$ cat config.mk
export PLATFORM = sky130hd
export DESIGN_NAME = mfes_top
export DESIGN_NICKNAME = d
export VERILOG_FILES = /design/src/core/mfes_pkg.sv /design/src/core/mfes_sat_counter.sv /design/src/core/mfes_sqe_check.sv /design/src/core/mfes_top.sv
export VERILOG_INCLUDE_DIRS = /design/src /design/src/core
export SDC_FILE = /design/constraint.sdc
export NUM_CORES = 1
export LEC_CHECK = 0
export CAP_MARGIN = 20
export CORE_UTILIZATION = 46
export DETAILED_ROUTE_END_ITERATION = 10
export DONT_BUFFER_PORTS = 1
export GPL_TIMING_DRIVEN = 0
export PLACE_DENSITY = 0.72
export SETUP_SLACK_MARGIN = 0.1
export SYNTH_ARGS = -nofsm -noshare
export SYNTH_HDL_FRONTEND = slang
export SYNTH_SLANG_ARGS = --single-unit
export TNS_END_PERCENT = 50
$ cat constraint.sdc
create_clock -name CLOCK_IN -period 3.5 [get_ports CLOCK_IN]
set_clock_uncertainty 0.05 [all_clocks]
set_input_delay 0.35 -clock CLOCK_IN [delete_from_list [all_inputs] [get_ports CLOCK_IN]]
set_output_delay 0.35 -clock CLOCK_IN [all_outputs]
set_load 0.005 [all_outputs]
$ cat src/core/mfes_map.svh
/*
 file: register offsets, field positions, reset values and timing counts
 of the frame error statistics block.
 assumes: included by bare name from core files, definitions only.
*/
`ifndef MFES_MAP_SVH
`define MFES_MAP_SVH

// register offsets (byte addresses, one 32-bit word each)
`define MFES_OFF_CNT_BASE   8'h00   // oversize counter, others follow
`define MFES_CNT_STRIDE     8'h04   // word stride between counters
`define MFES_OFF_CFG        8'h14   // network configuration bits
`define MFES_OFF_INT_STAT   8'h18   // sticky event status, write one to clear
`define MFES_OFF_INT_MASK   8'h1C   // interrupt enable mask

// counter / event indices (also status and mask bit positions)
`define MFES_IDX_OVERSIZE   0
`define MFES_IDX_JABBER     1
`define MFES_IDX_SHORT      2
`define MFES_IDX_SQE        3
`define MFES_IDX_MISMATCH   4
`define MFES_NUM_CNT        5

// configuration field positions
`define MFES_CFG_FULL_DUPLEX_BIT 1   // 0 selects half duplex
`define MFES_CFG_BIG_FRAME_BIT   8   // raises the oversize threshold
`define MFES_CFG_LEN_CHECK_BIT   16  // enables length field checking

// reset values
`define MFES_CFG_RST        32'h0000_0000
`define MFES_STAT_RST       5'h00
`define MFES_MASK_RST       5'h00
`define MFES_RDATA_RST      32'h0000_0000

// frame length thresholds in bytes
`define MFES_LEN_MAX_STD    14'h05EE   // 1518
`define MFES_LEN_MAX_BIG    14'h0600   // 1536
`define MFES_LEN_MIN        14'h0040   // 64
`define MFES_TYPE_ID_MIN    16'h0600   // type field, not a length

// heartbeat window: 96 bit times at 10 Mb/s
`define MFES_SQE_BITS       96
`define MFES_BIT_TIME_NS    100
`define MFES_SQE_WINDOW_NS  (`MFES_SQE_BITS * `MFES_BIT_TIME_NS)
`define MFES_CLK_PERIOD_NS  100
`define MFES_SQE_CYCLES     (`MFES_SQE_WINDOW_NS / `MFES_CLK_PERIOD_NS)

`endif

$ cat src/core/mfes_pkg.sv
/*
 file: types shared by the frame error statistics block.
 assumes: compiled before every other core file.
*/
package mfes_pkg;
    // heartbeat checker states
    typedef enum logic [0:0] {
        MFES_SQE_IDLE = 1'b0,  // waiting for end of transmission
        MFES_SQE_WAIT = 1'b1   // counting the heartbeat window
    } mfes_sqe_state_t;
endpackage

$ cat src/core/mfes_sat_counter.sv
/*
 file: one software-writable saturating statistics counter.
 assumes: single clock, async active-low reset, one-cycle pulses.
*/
`timescale 1ns/1ps
`default_nettype none
`include "mfes_map.svh"

module mfes_sat_counter #(
    parameter int W = 8                      // counter width
) (
    input  wire logic         clk_in,        // system clock
    input  wire logic         rst_n_in,      // async reset, active low
    input  wire logic         inc_in,        // count one event
    input  wire logic         wr_in,         // software load
    input  wire logic [W-1:0] wdata_in,      // value to load
    output var  logic [W-1:0] count_out      // current count
);
    logic [W-1:0] count_q;  // count register
    logic [W-1:0] count_d;  // next count

    // load beats increment so software sees exactly what it wrote
    always_comb begin
        count_d = count_q;
        if (wr_in) begin
            count_d = wdata_in;
        end else if (inc_in && (count_q != '1)) begin
            count_d = count_q + W'(1);
        end
    end

    // count storage
    always_ff @(posedge clk_in or negedge rst_n_in) begin
        if (!rst_n_in) begin
            count_q <= '0;
        end else begin
            count_q <= count_d;
        end
    end

    assign count_out = count_q;
endmodule // mfes_sat_counter
`default_nettype wire

$ cat src/core/mfes_sqe_check.sv
/*
 file: heartbeat (SQE test) checker, one error pulse per missing collision.
 assumes: tx enable and collision are synchronous to clk_in, 10 Mb/s.
*/
`timescale 1ns/1ps
`default_nettype none
`include "mfes_map.svh"

module mfes_sqe_check #(
    parameter int WIN = `MFES_SQE_CYCLES     // window length in cycles
) (
    input  wire logic clk_in,                // system clock
    input  wire logic rst_n_in,              // async reset, active low
    input  wire logic half_duplex_in,        // checking only in half duplex
    input  wire logic tx_en_in,              // transmit enable
    input  wire logic collision_input_in,    // collision from the phy
    output var  logic sqe_err_out            // one-cycle error pulse
);
    mfes_pkg::mfes_sqe_state_t state_q;      // checker state
    logic [7:0]                cnt_q;        // cycles since tx enable fell
    logic                      tx_en_q;      // tx enable one cycle ago
    logic                      err_q;        // error pulse register
    logic                      tx_fall;      // end of a transmission

    assign tx_fall = tx_en_q && !tx_en_in;

    // previous tx enable for edge detection
    always_ff @(posedge clk_in or negedge rst_n_in) begin
        if (!rst_n_in) begin
            tx_en_q <= 1'b0;
        end else begin
            tx_en_q <= tx_en_in;
        end
    end

    // window state machine; the falling cycle is window cycle zero
    always_ff @(posedge clk_in or negedge rst_n_in) begin
        if (!rst_n_in) begin
            state_q <= mfes_pkg::MFES_SQE_IDLE;
            cnt_q   <= 8'h00;
            err_q   <= 1'b0;
        end else begin
            err_q <= 1'b0;
            case (state_q)
                mfes_pkg::MFES_SQE_IDLE: begin
                    // a heartbeat right on the edge already passes
                    if (tx_fall && half_duplex_in && !collision_input_in) begin
                        state_q <= mfes_pkg::MFES_SQE_WAIT;
                        cnt_q   <= 8'h01;
                    end
                end
                mfes_pkg::MFES_SQE_WAIT: begin
                    if (collision_input_in || tx_en_in || !half_duplex_in) begin
                        // heartbeat seen, or window cut short by a new frame
                        state_q <= mfes_pkg::MFES_SQE_IDLE;
                    end else if (cnt_q == 8'(WIN - 1)) begin
                        err_q   <= 1'b1;
                        state_q <= mfes_pkg::MFES_SQE_IDLE;
                    end else begin
                        cnt_q <= cnt_q + 8'h01;
                    end
                end
                default: begin
                    state_q <= mfes_pkg::MFES_SQE_IDLE;
                end
            endcase
        end
    end

    assign sqe_err_out = err_q;
endmodule // mfes_sqe_check
`default_nettype wire

$ cat src/core/mfes_top.sv
/*
 file: frame error statistics block of an ethernet mac: oversize, jabber,
 undersize, heartbeat error and length mismatch counters with interrupts.
 counters are 8 bits by default; their upper read bits are zero.
 assumes: one 10 MHz clock, receive status given as one pulse per frame at
 its end, mii transmit enable and collision synchronous to the clock.
*/
// Strobed register access and the register addresses were left to the implementer.
// Contract
// - count error-free frames above the oversize threshold
// - count errored frames above the oversize threshold
// - count error-free frames shorter than 64 bytes
// - count missing heartbeat within 96 bit times
// - count frames shorter than their length field
// - length check only while config bit 16
// - skip type fields and oversize frames
`timescale 1ns/1ps
`default_nettype none
`include "mfes_map.svh"

module mfes_top #(
    parameter int CNT_W   = 8,                  // counter width
    parameter int SQE_WIN = `MFES_SQE_CYCLES    // heartbeat window, cycles
) (
    input  wire logic        CLOCK_IN,              // system clock
    input  wire logic        RESETN_IN,             // async reset, active low
    // register bus
    input  wire logic [7:0]  ADDR_IN,               // register byte address
    input  wire logic [31:0] WDATA_IN,              // write data
    input  wire logic        WR_IN,                 // write strobe
    input  wire logic        RD_IN,                 // read strobe
    output var  logic [31:0] RDATA_OUT,             // read data, next cycle
    output var  logic        IRQ_OUT,               // level interrupt

    // receive frame status
    input  wire logic        RX_DONE_IN,            // frame status valid
    input  wire logic [13:0] RX_LEN_IN,             // measured length, bytes
    input  wire logic [15:0] RX_LEN_TYPE_IN,        // bytes 13 and 14
    input  wire logic        RX_CRC_ERR_IN,         // fcs error
    input  wire logic        RX_ALIGN_ERR_IN,       // alignment error
    input  wire logic        RX_SYM_ERR_IN,         // symbol error seen

    // mii transmit side
    input  wire logic        TX_EN_IN,              // mii transmit enable
    input  wire logic        COLLISION_INPUT_IN     // mii collision
);
    localparam int N = `MFES_NUM_CNT;  // number of counters

    // configuration and interrupt registers
    logic [31:0]      cfg_q;           // network configuration bits
    logic [N-1:0]     stat_q;          // sticky event bits
    logic [N-1:0]     stat_d;          // next sticky bits
    logic [N-1:0]     mask_q;          // interrupt mask
    logic [N-1:0]     mask_d;          // next mask
    logic             irq_q;           // interrupt output register
    logic [31:0]      rdata_q;         // read data register
    logic [31:0]      rdata_d;         // read mux

    // counter plumbing
    logic [N-1:0]     ev;              // one-cycle event per counter
    logic [N-1:0]     cnt_wr;          // software write per counter
    logic [CNT_W-1:0] cnt [N];         // counter values

    // frame classification
    logic             big_frames;      // 1536-byte threshold selected
    logic             len_check_en;    // length checking enabled
    logic             half_duplex;     // heartbeat test active
    logic             rx_err;          // any receive error
    logic             rx_over;         // above oversize threshold
    logic             rx_under;        // under minimum length
    logic             rx_is_len;       // bytes 13/14 hold a length
    logic             rx_mismatch;     // shorter than its length field
    logic             sqe_err;         // heartbeat missing
    logic [13:0]      max_len;         // selected oversize threshold

    assign big_frames   = cfg_q[`MFES_CFG_BIG_FRAME_BIT];
    assign len_check_en = cfg_q[`MFES_CFG_LEN_CHECK_BIT];
    assign half_duplex  = !cfg_q[`MFES_CFG_FULL_DUPLEX_BIT];

    // receive frame classification, valid on the status pulse
    always_comb begin
        // threshold follows config bit 8 per frame
        max_len     = big_frames ? `MFES_LEN_MAX_BIG : `MFES_LEN_MAX_STD;
        // any error turns a long frame into a jabber
        rx_err      = RX_CRC_ERR_IN || RX_ALIGN_ERR_IN || RX_SYM_ERR_IN;
        rx_over     = RX_LEN_IN > max_len;
        rx_under    = RX_LEN_IN < `MFES_LEN_MIN;
        rx_is_len   = RX_LEN_TYPE_IN < `MFES_TYPE_ID_MIN;
        // oversize frames are never length mismatches
        rx_mismatch = len_check_en && rx_is_len && !rx_over
                      && ({2'b00, RX_LEN_IN} < RX_LEN_TYPE_IN);
    end

    // events that advance the counters
    always_comb begin
        ev = '0;
        // receive events need the status pulse
        ev[`MFES_IDX_OVERSIZE] = RX_DONE_IN && rx_over && !rx_err;
        ev[`MFES_IDX_JABBER]   = RX_DONE_IN && rx_over && rx_err;
        ev[`MFES_IDX_SHORT]    = RX_DONE_IN && rx_under && !rx_err;
        ev[`MFES_IDX_SQE]      = sqe_err;
        ev[`MFES_IDX_MISMATCH] = RX_DONE_IN && rx_mismatch;
    end

    // heartbeat checker on the transmit side
    mfes_sqe_check #(
        .WIN(SQE_WIN)
    ) u_sqe (
        .clk_in             (CLOCK_IN),
        .rst_n_in           (RESETN_IN),
        // full duplex turns the test off
        .half_duplex_in     (half_duplex),
        .tx_en_in           (TX_EN_IN),
        .collision_input_in (COLLISION_INPUT_IN),
        .sqe_err_out        (sqe_err)
    );

    // one saturating counter per statistic, decoded at its own word
    for (genvar i = 0; i < N; i++) begin : g_cnt
        localparam logic [7:0] OFF = 8'(`MFES_OFF_CNT_BASE + i * `MFES_CNT_STRIDE);
        // a write here beats a same-cycle event
        assign cnt_wr[i] = WR_IN && (ADDR_IN == OFF);
        mfes_sat_counter #(
            .W(CNT_W)
        ) u_cnt (
            .clk_in    (CLOCK_IN),
            .rst_n_in  (RESETN_IN),
            .inc_in    (ev[i]),
            .wr_in     (cnt_wr[i]),
            .wdata_in  (WDATA_IN[CNT_W-1:0]),
            .count_out (cnt[i])
        );
    end

    // configuration register, plain read-write
    always_ff @(posedge CLOCK_IN or negedge RESETN_IN) begin
        if (!RESETN_IN) begin
            cfg_q <= `MFES_CFG_RST;
        end else if (WR_IN && (ADDR_IN == `MFES_OFF_CFG)) begin
            // all bits kept, three decoded
            cfg_q <= WDATA_IN;
        end
    end

    // sticky status: a new event wins over a clear in the same cycle
    always_comb begin
        stat_d = stat_q;
        if (WR_IN && (ADDR_IN == `MFES_OFF_INT_STAT)) begin
            // write one to clear
            stat_d = stat_d & ~WDATA_IN[N-1:0];
        end
        // set applied last so it wins
        stat_d = stat_d | ev;
        // mask is plain read-write
        mask_d = mask_q;
        if (WR_IN && (ADDR_IN == `MFES_OFF_INT_MASK)) begin
            mask_d = WDATA_IN[N-1:0];
        end
    end

    // status, mask and interrupt; irq follows the new values directly
    always_ff @(posedge CLOCK_IN or negedge RESETN_IN) begin
        if (!RESETN_IN) begin
            // nothing pending, nothing enabled
            stat_q <= `MFES_STAT_RST;
            mask_q <= `MFES_MASK_RST;
            irq_q  <= 1'b0;
        end else begin
            stat_q <= stat_d;
            mask_q <= mask_d;
            // next values: irq rises with its bit
            irq_q  <= |(stat_d & mask_d);
        end
    end

    // read mux; unmapped addresses read as zero
    always_comb begin
        rdata_d = 32'h0000_0000;
        // counters on a regular word stride
        for (int k = 0; k < N; k++) begin
            if (ADDR_IN == 8'(`MFES_OFF_CNT_BASE + k * `MFES_CNT_STRIDE)) begin
                rdata_d = 32'(cnt[k]);
            end
        end
        // control words decoded apart
        case (ADDR_IN)
            `MFES_OFF_CFG:      rdata_d = cfg_q;
            `MFES_OFF_INT_STAT: rdata_d = 32'(stat_q);
            `MFES_OFF_INT_MASK: rdata_d = 32'(mask_q);
            default:            rdata_d = rdata_d;
        endcase
    end

    // read data stands only in the cycle after the strobe
    always_ff @(posedge CLOCK_IN or negedge RESETN_IN) begin
        if (!RESETN_IN) begin
            rdata_q <= `MFES_RDATA_RST;
        end else if (RD_IN) begin
            // word picked by the strobe
            rdata_q <= rdata_d;
        end else begin
            // zero keeps stale data off the bus
            rdata_q <= 32'h0000_0000;
        end
    end

    assign RDATA_OUT = rdata_q;
    assign IRQ_OUT   = irq_q;

    // headroom left in each counter
    logic [N-1:0] room;
    for (genvar j = 0; j < N; j++) begin : g_room
        // full or being written: no step
        assign room[j] = (cnt[j] != '1) && !cnt_wr[j];
    end
endmodule // mfes_top
`default_nettype wire

## After elaboration in Yosys (flattened, before gate mapping)

Cells that the tools add are included.

- Register bits: 126
- Bits in latches: 0
- Memories: 0
- Bits in writable memories: 0
- Input bits: 80
- Bits in read-only memories: 0
- Output and inout port bits: 33
- Logic and storage cells: 118

- Bitwise operators: 5
- Reduce and logical (&&, ||, !) cells: 42
- $lt $le $gt $ge: 4
- Add/subtract/negate cells: 6
- Muxes and demuxes: 31
- Equality and inequality tests: 16
- $mul: 0
- Shifts and indexed selects: 0
- Divide/modulo/power cells: 0

Operators by type and width:

| cell | count |
|---|---|
| 8-bit 2-to-1 mux | 16 |
| 32-bit 2-to-1 mux | 3 |
| 32-bit case mux with 3 select lines | 1 |
| 8-bit by 1-bit adder with 8-bit output (second input constant) | 6 |
| 8-bit inequality test (second input constant) | 5 |
| 8-bit by 5-bit equality test with 1-bit output (second input constant) | 4 |
| 1-bit logical AND | 25 |
| 8-bit by 4-bit equality test with 1-bit output (second input constant) | 2 |
| 14-bit by 16-bit < comparator with 1-bit output | 1 |
| 16-bit by 11-bit < comparator with 1-bit output (second input constant) | 1 |
| 8-bit case mux with 2 select lines | 1 |
| 14-bit by 11-bit greater-than comparator with 1-bit output | 1 |
| 14-bit by 7-bit < comparator with 1-bit output (second input constant) | 1 |
| 5-bit bitwise AND | 2 |
| 10-bit 2-to-1 mux | 1 |
| 5-bit 2-to-1 mux | 2 |
| 2-bit nonzero test | 5 |
| 8-bit by 3-bit equality test with 1-bit output (second input constant) | 1 |
| 8-bit by 7-bit equality test with 1-bit output (second input constant) | 1 |
| 8-bit logical NOT | 1 |
| 1-bit 2-to-1 mux | 6 |
| 1-bit logical NOT | 5 |
| 5-bit inverter | 1 |
| 5-bit OR | 1 |
| 7 further kinds | 11 |

## Logic depth before layout (Yosys ltp)

Gate-level depths: netlist of run 1.

- Depth after elaboration: 9
- Mapped depth: 10
- Gate-level depth less buffers: 8

## Modules after synthesis

Synthesis of run 1 repeated with hierarchy kept, for this count alone.

- Cell total of the unflattened synthesis: 703
- Area total of the unflattened synthesis: 7234.4 µm²

Modules (own cells, without submodules):

| module | area each (µm²) | cells an instance | sequential area each (µm²) | instances |
|---|---|---|---|---|
| mfes_top | 3808.7 | 336 | 1876.8 | 1 |
| mfes_sat_counter | 569.3 | 62 | 200.2 | 5 |
| mfes_sqe_check | 579.3 | 57 | 275.3 | 1 |

## Least setup slack after synthesis of run 1

No wires, ideal clock.

- Path kind: register -> register
- Start: register cfg_q[8]
- End: register g_cnt[4].u_cnt.count_q[2]
- Library setup time: 124 ps
- Clock period less this slack: 2585 ps
- Data arrival time: 2411 ps
- Cell stages (with the launch flop): 8
- Path slack: 915 ps
- Required time: 3326 ps
- Path buffers: 0
- Cell sequence: dfrtp_1 > ha_1 > and4b_4 > a221o_1 > a221o_1 > a2111oi_2 > a31oi_1 > o31a_1

- Longest elaborated chain between the ends: 8

Ends and longest elaborated chain:

| what | RTL line | RTL |
|---|---|---|
| from (decl) | mfes_top.sv:50 | `logic [31:0] cfg_q;` |
| from (signal assigned) | mfes_top.sv:138 | `` cfg_q <= `MFES_CFG_RST; `` |
| 10-bit 2-to-1 mux (no line) | -- |  |
| 14-bit by 11-bit greater-than comparator with 1-bit output | mfes_top.sv:86 | `rx_over = RX_LEN_IN > max_len;` |
| 1-bit logical NOT | mfes_top.sv:90 | `rx_mismatch = len_check_en && rx_is_len && !rx_over` |
| 1-bit logical AND | mfes_top.sv:90 |  |
| 1-bit logical AND | mfes_top.sv:91 | `&& ({2'b00, RX_LEN_IN} < RX_LEN_TYPE_IN);` |
| 1-bit logical AND | mfes_top.sv:102 | `` ev[`MFES_IDX_MISMATCH] = RX_DONE_IN && rx_mismatch; `` |
| 1-bit logical AND | mfes_sat_counter.sv:27 | `end else if (inc_in && (count_q != '1)) begin` |
| 2-bit nonzero test (no line) | -- |  |
| to (signal assigned) | mfes_sat_counter.sv:37 | `count_q <= count_d;` |
| to (decl) | mfes_sat_counter.sv:19 | `logic [W-1:0] count_q;` |

No other way between the ends.
A chain may end at the register's enable or synchronous reset.

## Worst setup path in the final report of run 1

- Start: register cfg_q[8]
- End: register g_cnt[1].u_cnt.count_q[4]

- Longest elaborated chain between the ends: 6

Ends and longest elaborated chain:

| what | RTL line | RTL |
|---|---|---|
| 10-bit 2-to-1 mux (no line) | -- |  |
| 14-bit by 11-bit greater-than comparator with 1-bit output | mfes_top.sv:86 |  |
| 1-bit logical AND (2 in series) | mfes_top.sv:99 | `` ev[`MFES_IDX_JABBER] = RX_DONE_IN && rx_over && rx_err; `` |
| 1-bit logical AND | mfes_sat_counter.sv:27 |  |
| 2-bit nonzero test (no line) | -- |  |
| to (signal assigned) | mfes_sat_counter.sv:37 |  |
| to (decl) | mfes_sat_counter.sv:19 |  |

No other way between the ends.

==> qor.yml, run 1 <==
synth_common_cells: "dfrtp_1 (126), nor2_1 (65), nand2_1 (58)"
io_pins: 113
wl_mm: 17.05
p_leak_nw: 3.406
synth_fp_nets: 761
multi_input_area_um2: 3297
tns_ns: 0
synthTopCellsByArea: "dfrtp_1 (48%), ha_1 (5.1%), a21oi_1 (3.7%)"
totalPowerFinal_mw: 3.879
start_util: 0.4734
worst_pin_slew_ns: 1.059
clk_pin_slew_ns: 0.05
rsz0062_at_grt: "false"
post-route-min-period_ns: 3.054
crit_path_end_kind: "register"
final_cell_area_um2: 7506
slew_viol_final: 0
ctsResizeCount: 0
die_y_um: 122.0
n_fill_cell: 1205
grt_start_max_net_pins: 127
yosys_register_bits: 126
layout-drive-gt1-share: 0.09275
switching_share: 0.2522
power_density_nw_per_um2: 516.8
first_iter_violations: 534
cts_max_level: 4
grt_pass1_vias: 5244
cts_buffer_depth: 2
clock_latency_ns: 0.42
maxCapViolCount: 0
crit_fanout: 10
maxSlewHeadroom: 0.2874
seq_power_share: 0.446
vias_per_cell: 6.032
synth_cell_types: 64
drc: 0
grt_pass1_wl_mm: 27.48
intPower_mw: 2.901
ant_nets: 0
dieArea_um2: 14880
max_freq_mhz: 327.4
clockPowerShare: 0.459
die_x_um: 122.0
num_rows: 43
grt_overflow: 0
antenna_found_initial: 0
nets: 784
yosys_warnings: 0
dp_hpwl_mm: 12.19
cts_sinks: 126
required_ns: 3.74
numPortBuffers: 0
routedWlPerCell_um: 19.60
grtUsageTotal: 0.2457
yosys.area.top_type: "dfrtp_1"
p_sw_mw: 0.9783
synth.top_cell.area_share: 0.4761
cts_setup_buffers: 0
cts_tree: "done"
synth_area_um2: 6623
critPathKind: "register to register"
seq_area_um2: 3153
synth-seq-area-share: 0.4761
async_flop_share: 1.000
vias: 5248
synth-edff-count: 0
gp_routability_congestion: 0.9464
p_comb_frac: 0.095
dpl-instance-area_um2: 6848
status: "finished clean"
start_kind: "register"
ir_worst_vdd_mv: 0.3379
layout_worst_path_cycle_share: 0.8727
synthCells: 654
hold_path.class: "input pin to register"
area_growth_pct: 13.34
arrival_ns: 3.29
synth_most_common_cell: "dfrtp_1"
diodes: 0
setup_viol: 0
hold_viol: 0
numCtsBuffers: 17
avgSynthCellArea_um2: 10.13
synth_flop_cell: "dfrtp_1"
design.core.area_um2: 13990
cts_root_buffer: "clkbuf_16"
firstDrtPassIters: 6
layout make-up:
type,count,area share
clock inverter,11,0.01867
buffer,21,0.01200
clock buffer,21,0.06134
inverter,22,0.01100
timing repair buffer,4,0.007668
multi-input combinational,485,0.4392
sequential,126,0.4201
tap,180,0.03000
cell usage in the layout, fill, tap and decap left out, types with 19 or more instances in the layout:
cell type and n:
dfrtp_1 126, nor2_1 65, nand2_1 58, a21oi_1 49, and2_1 30, nand3_1 27
ha_1 27, xor2_1 24, nand4_1 23, inv_1 22, mux2_1 19
kinds of logic after synthesis:
| logic type | count (synthesis) | share of synthesized area |
|---|---|---|
| flops | 126 | 0.4761 |
| mux | 40 | 0.06745 |
| compound gates | 127 | 0.1305 |
| fa+ha+maj | 27 | 0.05101 |
| simple gates | 257 | 0.2039 |
| xor+xnor | 34 | 0.04496 |
| buf+inv | 43 | 0.02607 |
final timing paths:
| check | from | depth (start not counted) | slack, ns | to |
|---|---|---|---|---|
| max in group asynchronous | RESETN_IN | 2 | 2.38 | cfg_q[4] |
| worst max-delay path | cfg_q[8] | 10 | 0.45 | g_cnt[1].u_cnt.count_out[4] |
| worst min-delay path | WDATA_IN[2] | 1 | 0.007 | cfg_q[2] |
| min in group asynchronous | RESETN_IN | 2 | 0.54 | g_cnt[4].u_cnt.count_out[4] |
| worst max register to register | cfg_q[8] | 10 | 0.45 | g_cnt[1].u_cnt.count_out[4] |
| worst min register to register | cfg_q[26] | 1 | 0.42 | RDATA_OUT[26] |
timing repair:
action	in CTS	in global routing
hold endpoints to repair	127	1
hold buffers	3	1
setup endpoints to repair	0	0
layer usage:
layer / up-vias / wire length, µm / global-route usage / share of wire
met4: 0 / 565 / 0.1219 / 0.033
met3: 44 / 1614 / 0.07116 / 0.095
met2: 254 / 8052 / 0.3919 / 0.47
met1: 2534 / 6822 / 0.3030 / 0.40
li1: 2416 / - / - / -
met5: - / 0 / 0 / 0
flip-flops by register name (all words and copies together), names as in the netlist:
name / cells
g_cnt.u_cnt.count_out: 40
RDATA_OUT: 32
u_sqe.state_q: 1
stat_q: 5
u_sqe.tx_en_q: 1
u_sqe.cnt_q: 8
mask_q: 5
cfg_q: 32
IRQ_OUT: 1
u_sqe.sqe_err_out: 1
metrics by stage:
stage / hold WS (ns) / util / worst slack [ns] / std cells
2_1_floorplan: 0.004409 / - / 0.9153 / 654
3_3_place_gp: 0.006589 / 0.4895 / 0.5590 / 834
3_5_place_dp: 0.006720 / 0.4895 / 0.4894 / 834
4_1_cts: 0.0005130 / 0.5359 / 0.4731 / 869
5_1_grt: 0.008621 / 0.5366 / 0.2013 / 870
6_report: 0.007285 / 0.5366 / 0.4457 / 870
worst max-delay path, stage by stage, from the launching register on:
cell and delay [ns]:
dfrtp_1 0.50, inv_1 0.12, ha_1 0.33, nand3_1 0.12
a211oi_1 0.25, a221o_1 0.27, buf_2 0.28, buf_1 0.54
nand4_1 0.20, xor2_1 0.19, a21oi_1 0.08
power by group through the flow:
stage          Clock, mW  Sequential [mW]  Combinational, mW
2_1_floorplan          0             1.70              0.266
3_3_place_gp           0             1.74              0.305
3_5_place_dp           0             1.75              0.330
4_1_cts             1.81             1.72              0.369
5_1_grt             1.88             1.75              0.418
6_report            1.78             1.73              0.367
Note: power is estimated with default switching activity, not from simulation.
==> run 2, diff against run 1 <==
--- a/config.mk
+++ b/config.mk
@@ -11,7 +11,7 @@
 export DETAILED_ROUTE_END_ITERATION = 10
 export DONT_BUFFER_PORTS = 1
 export GPL_TIMING_DRIVEN = 0
-export PLACE_DENSITY = 0.72
+export PLACE_DENSITY = 0.7
 export SETUP_SLACK_MARGIN = 0.1
 export SYNTH_ARGS = -nofsm -noshare
 export SYNTH_HDL_FRONTEND = slang
==> run 2 against run 1 <==
Effect of this change: final cell count increased by 0.23%; flip-flop and latch count unchanged; wire length decreased by 1.9%; combinational power about the same; die area unchanged; maximum frequency decreased by 0.43%; clock power decreased by 6%; setup slack got worse by 0.013 ns; sequential power about the same; non-clock buffer count increased by 2; via count decreased by 0.11%; register-to-register slack about the same; critical endpoint is now g_cnt[4].u_cnt.count_out[2]; largest cell class unchanged; largest power group is now sequential cells.
==> qor.yml, run 2 (synthesized netlist as in run 1, its figures left out) <==
multi_input_area_um2: 3297  # unchanged
worst_hold_path.endpoint: "cfg_q[21]"
min_from: "WDATA_IN[21]"
p_leak_nw: 3.395  # -0.32%
cts_max_level: 4  # unchanged
layout_commonest_cell: "dfrtp_1"
rr_worst_depth: 7  # -3
required_ns: 3.76  # +0.02 ns
ant_nets: 0  # unchanged
n_fill_cell: 1219  # +1.2%
first_iter_violations: 608  # +14%
grtUsageTotal: 0.2389  # -0.006846
io_pins: 113  # unchanged
intPower_mw: 2.755  # -5.0%
vias: 5242  # -0.11%
critPathKind: "register to register"
diodes: 0  # unchanged
setup_ws_ns: 0.4326  # -0.01312 ns
firstDrtPassIters: 6  # unchanged
layout_worst_path_cycle_share: 0.8764  # +0.003747
clockPowerShare: 0.445  # -0.014
worstReg2RegStart: "cfg_q[8]"
dp_hpwl_mm: 11.95  # -2.0%
cts_sinks: 126  # unchanged
layout-drive-gt1-share: 0.09538  # +0.002622
switching_share: 0.2692  # +0.01703
tns_ns: 0  # unchanged
fin_hold_ws_ns: 0.01339  # +0.006106 ns
holdPathStages: 1  # unchanged
cts_root_buffer: "clkbuf_16"
design.core.area_um2: 13990  # unchanged
grt_overflow: 0  # unchanged
crit_path_end_kind: "register"
wl_mm: 16.73  # -1.9%
area_growth_pct: 13.28  # about the same
gp_routability_congestion: 0.9276  # -2.0%
totalPowerFinal_mw: 3.770  # -2.8%
final_cell_mix: "dfrtp_1 (126), nor2_1 (65), nand2_1 (58)"
num_rows: 43  # unchanged
max_freq_mhz: 326.0  # -0.43%
maxCapViolCount: 0  # unchanged
nets: 786  # +0.26%
seq_area_um2: 3153  # unchanged
start_util: 0.4734  # unchanged
p_comb_frac: 0.098  # +0.003
cts_tree: "done"
clock_latency_ns: 0.42  # about the same
die_y_um: 122.0  # unchanged
place_ws_ns: 0.5116  # +0.02219 ns
crit_fanout: 9  # -1
largest_reg_flops: 40  # unchanged
numPortBuffers: 0  # unchanged
ir_worst_vdd_mv: 0.2968  # -12%
clk_pin_slew_ns: 0.06  # about the same
arrival_ns: 3.32  # +0.03 ns
rsz0062_at_grt: "false"
routedWlPerCell_um: 19.18  # -2.1%
cts_setup_buffers: 0  # unchanged
antenna_found_initial: 0  # unchanged
worst_pin_slew_ns: 1.117  # +0.05789 ns
grt_pass1_wl_mm: 26.96  # -1.9%
dieArea_um2: 14880  # unchanged
setup_viol: 0  # unchanged
drc: 0  # unchanged
numCtsBuffers: 17  # unchanged
p_sw_mw: 1.015  # +3.8%
maxSlewHeadroom: 0.2485  # -0.03895
grt_start_max_net_pins: 127  # unchanged
hold_path.class: "input pin to register"
ctsResizeCount: 0  # unchanged
seq_power_share: 0.457  # +0.011
rrSetupSlack_ns: 0.43  # about the same
grt_pass1_vias: 5307  # +1.2%
start_kind: "register"
cts_buffer_depth: 2  # unchanged
vias_per_cell: 6.011  # -0.34%
slew_viol_final: 0  # unchanged
power_density_nw_per_um2: 502.5  # -2.8%
r2r_end: "g_cnt[4].u_cnt.count_out[2]"
die_x_um: 122.0  # unchanged
post-route-min-period_ns: 3.067  # +0.01312 ns
status: "finished clean"
hold_viol: 0  # unchanged
-- run 2: cell types whose count changed in the layout (fill, tap and decap cells not counted) --
cell | previous run | this run
clkinv_4 | 0 | 5
clkinv_2 | 4 | 0
inv_6 | 0 | 3
bufinv_16 | 3 | 1
clkbuf_1 | 13 | 11
dlygate4sd3_1 | 3 | 5
clkbuf_8 | 2 | 1
clkinvlp_4 | 4 | 5
-- run 2: final cells by class --
type | instances | share of cell area
tap | 180 | 0.03002
timing repair buffer | 6 | 0.01034
sequential | 126 | 0.4203
clock buffer | 18 | 0.05854
buffer | 21 | 0.01201
multi-input combinational | 485 | 0.4395
clock inverter | 14 | 0.01835
inverter | 22 | 0.01101
-- run 2: timing repair --
| action | CTS | global route |
|---|---|---|
| hold buffers | 6 | 0 |
| hold endpoints to repair | 130 | 0 |
| setup endpoints to repair | 0 | 0 |
-- run 2: metrics by stage --
stage | utilization | cell area (µm²) | cells
global placement | 0.4895 | 6848 | 834
detailed placement | 0.4895 | 6848 | 834
CTS | 0.5363 | 7502 | 872
finish | 0.5363 | 7502 | 872
global route | 0.5363 | 7502 | 872
floorplan | - | 6623 | 654
-- run 2: metal layers --
metal  vias up  GRT usage  share of wire
met3        45    0.06882          0.094
met1      2524     0.3047           0.42
li1       2419          -              -
met4         0     0.1142          0.028
met2       254     0.3715           0.46
met5         -          0              0
-- run 2: worst max-delay path by stage --
stage / startpoint / end / slack, ns / cells after the start
floorplan: cfg_q[8] / g_cnt[4].u_cnt.count_out[2] / 0.92 / 7
CTS: cfg_q[8] / g_cnt[4].u_cnt.count_out[2] / 0.49 / 7
global placement: cfg_q[8] / g_cnt[4].u_cnt.count_out[2] / 0.56 / 7
global route: cfg_q[8] / g_cnt[0].u_cnt.count_out[6] / 0.24 / 10
finish: cfg_q[8] / g_cnt[4].u_cnt.count_out[2] / 0.43 / 7
detailed placement: cfg_q[8] / g_cnt[4].u_cnt.count_out[2] / 0.51 / 7
-- run 2: power groups by stage --
stage	Clock [mW]	Combinational [mW]	Sequential, mW
3_3_place_gp	0	0.306	1.74
2_1_floorplan	0	0.266	1.70
5_1_grt	1.78	0.420	1.74
3_5_place_dp	0	0.326	1.74
4_1_cts	1.71	0.367	1.72
6_report	1.68	0.368	1.72
-- run 2: critical path, cell delays in order, from the launching register on --
cell       delay (ns)
dfrtp_1          0.55
ha_1             0.32
and4b_4          0.23
a221o_1          0.35
a221o_1          0.39
a2111oi_2        0.58
a31oi_1          0.17
o31a_1           0.30
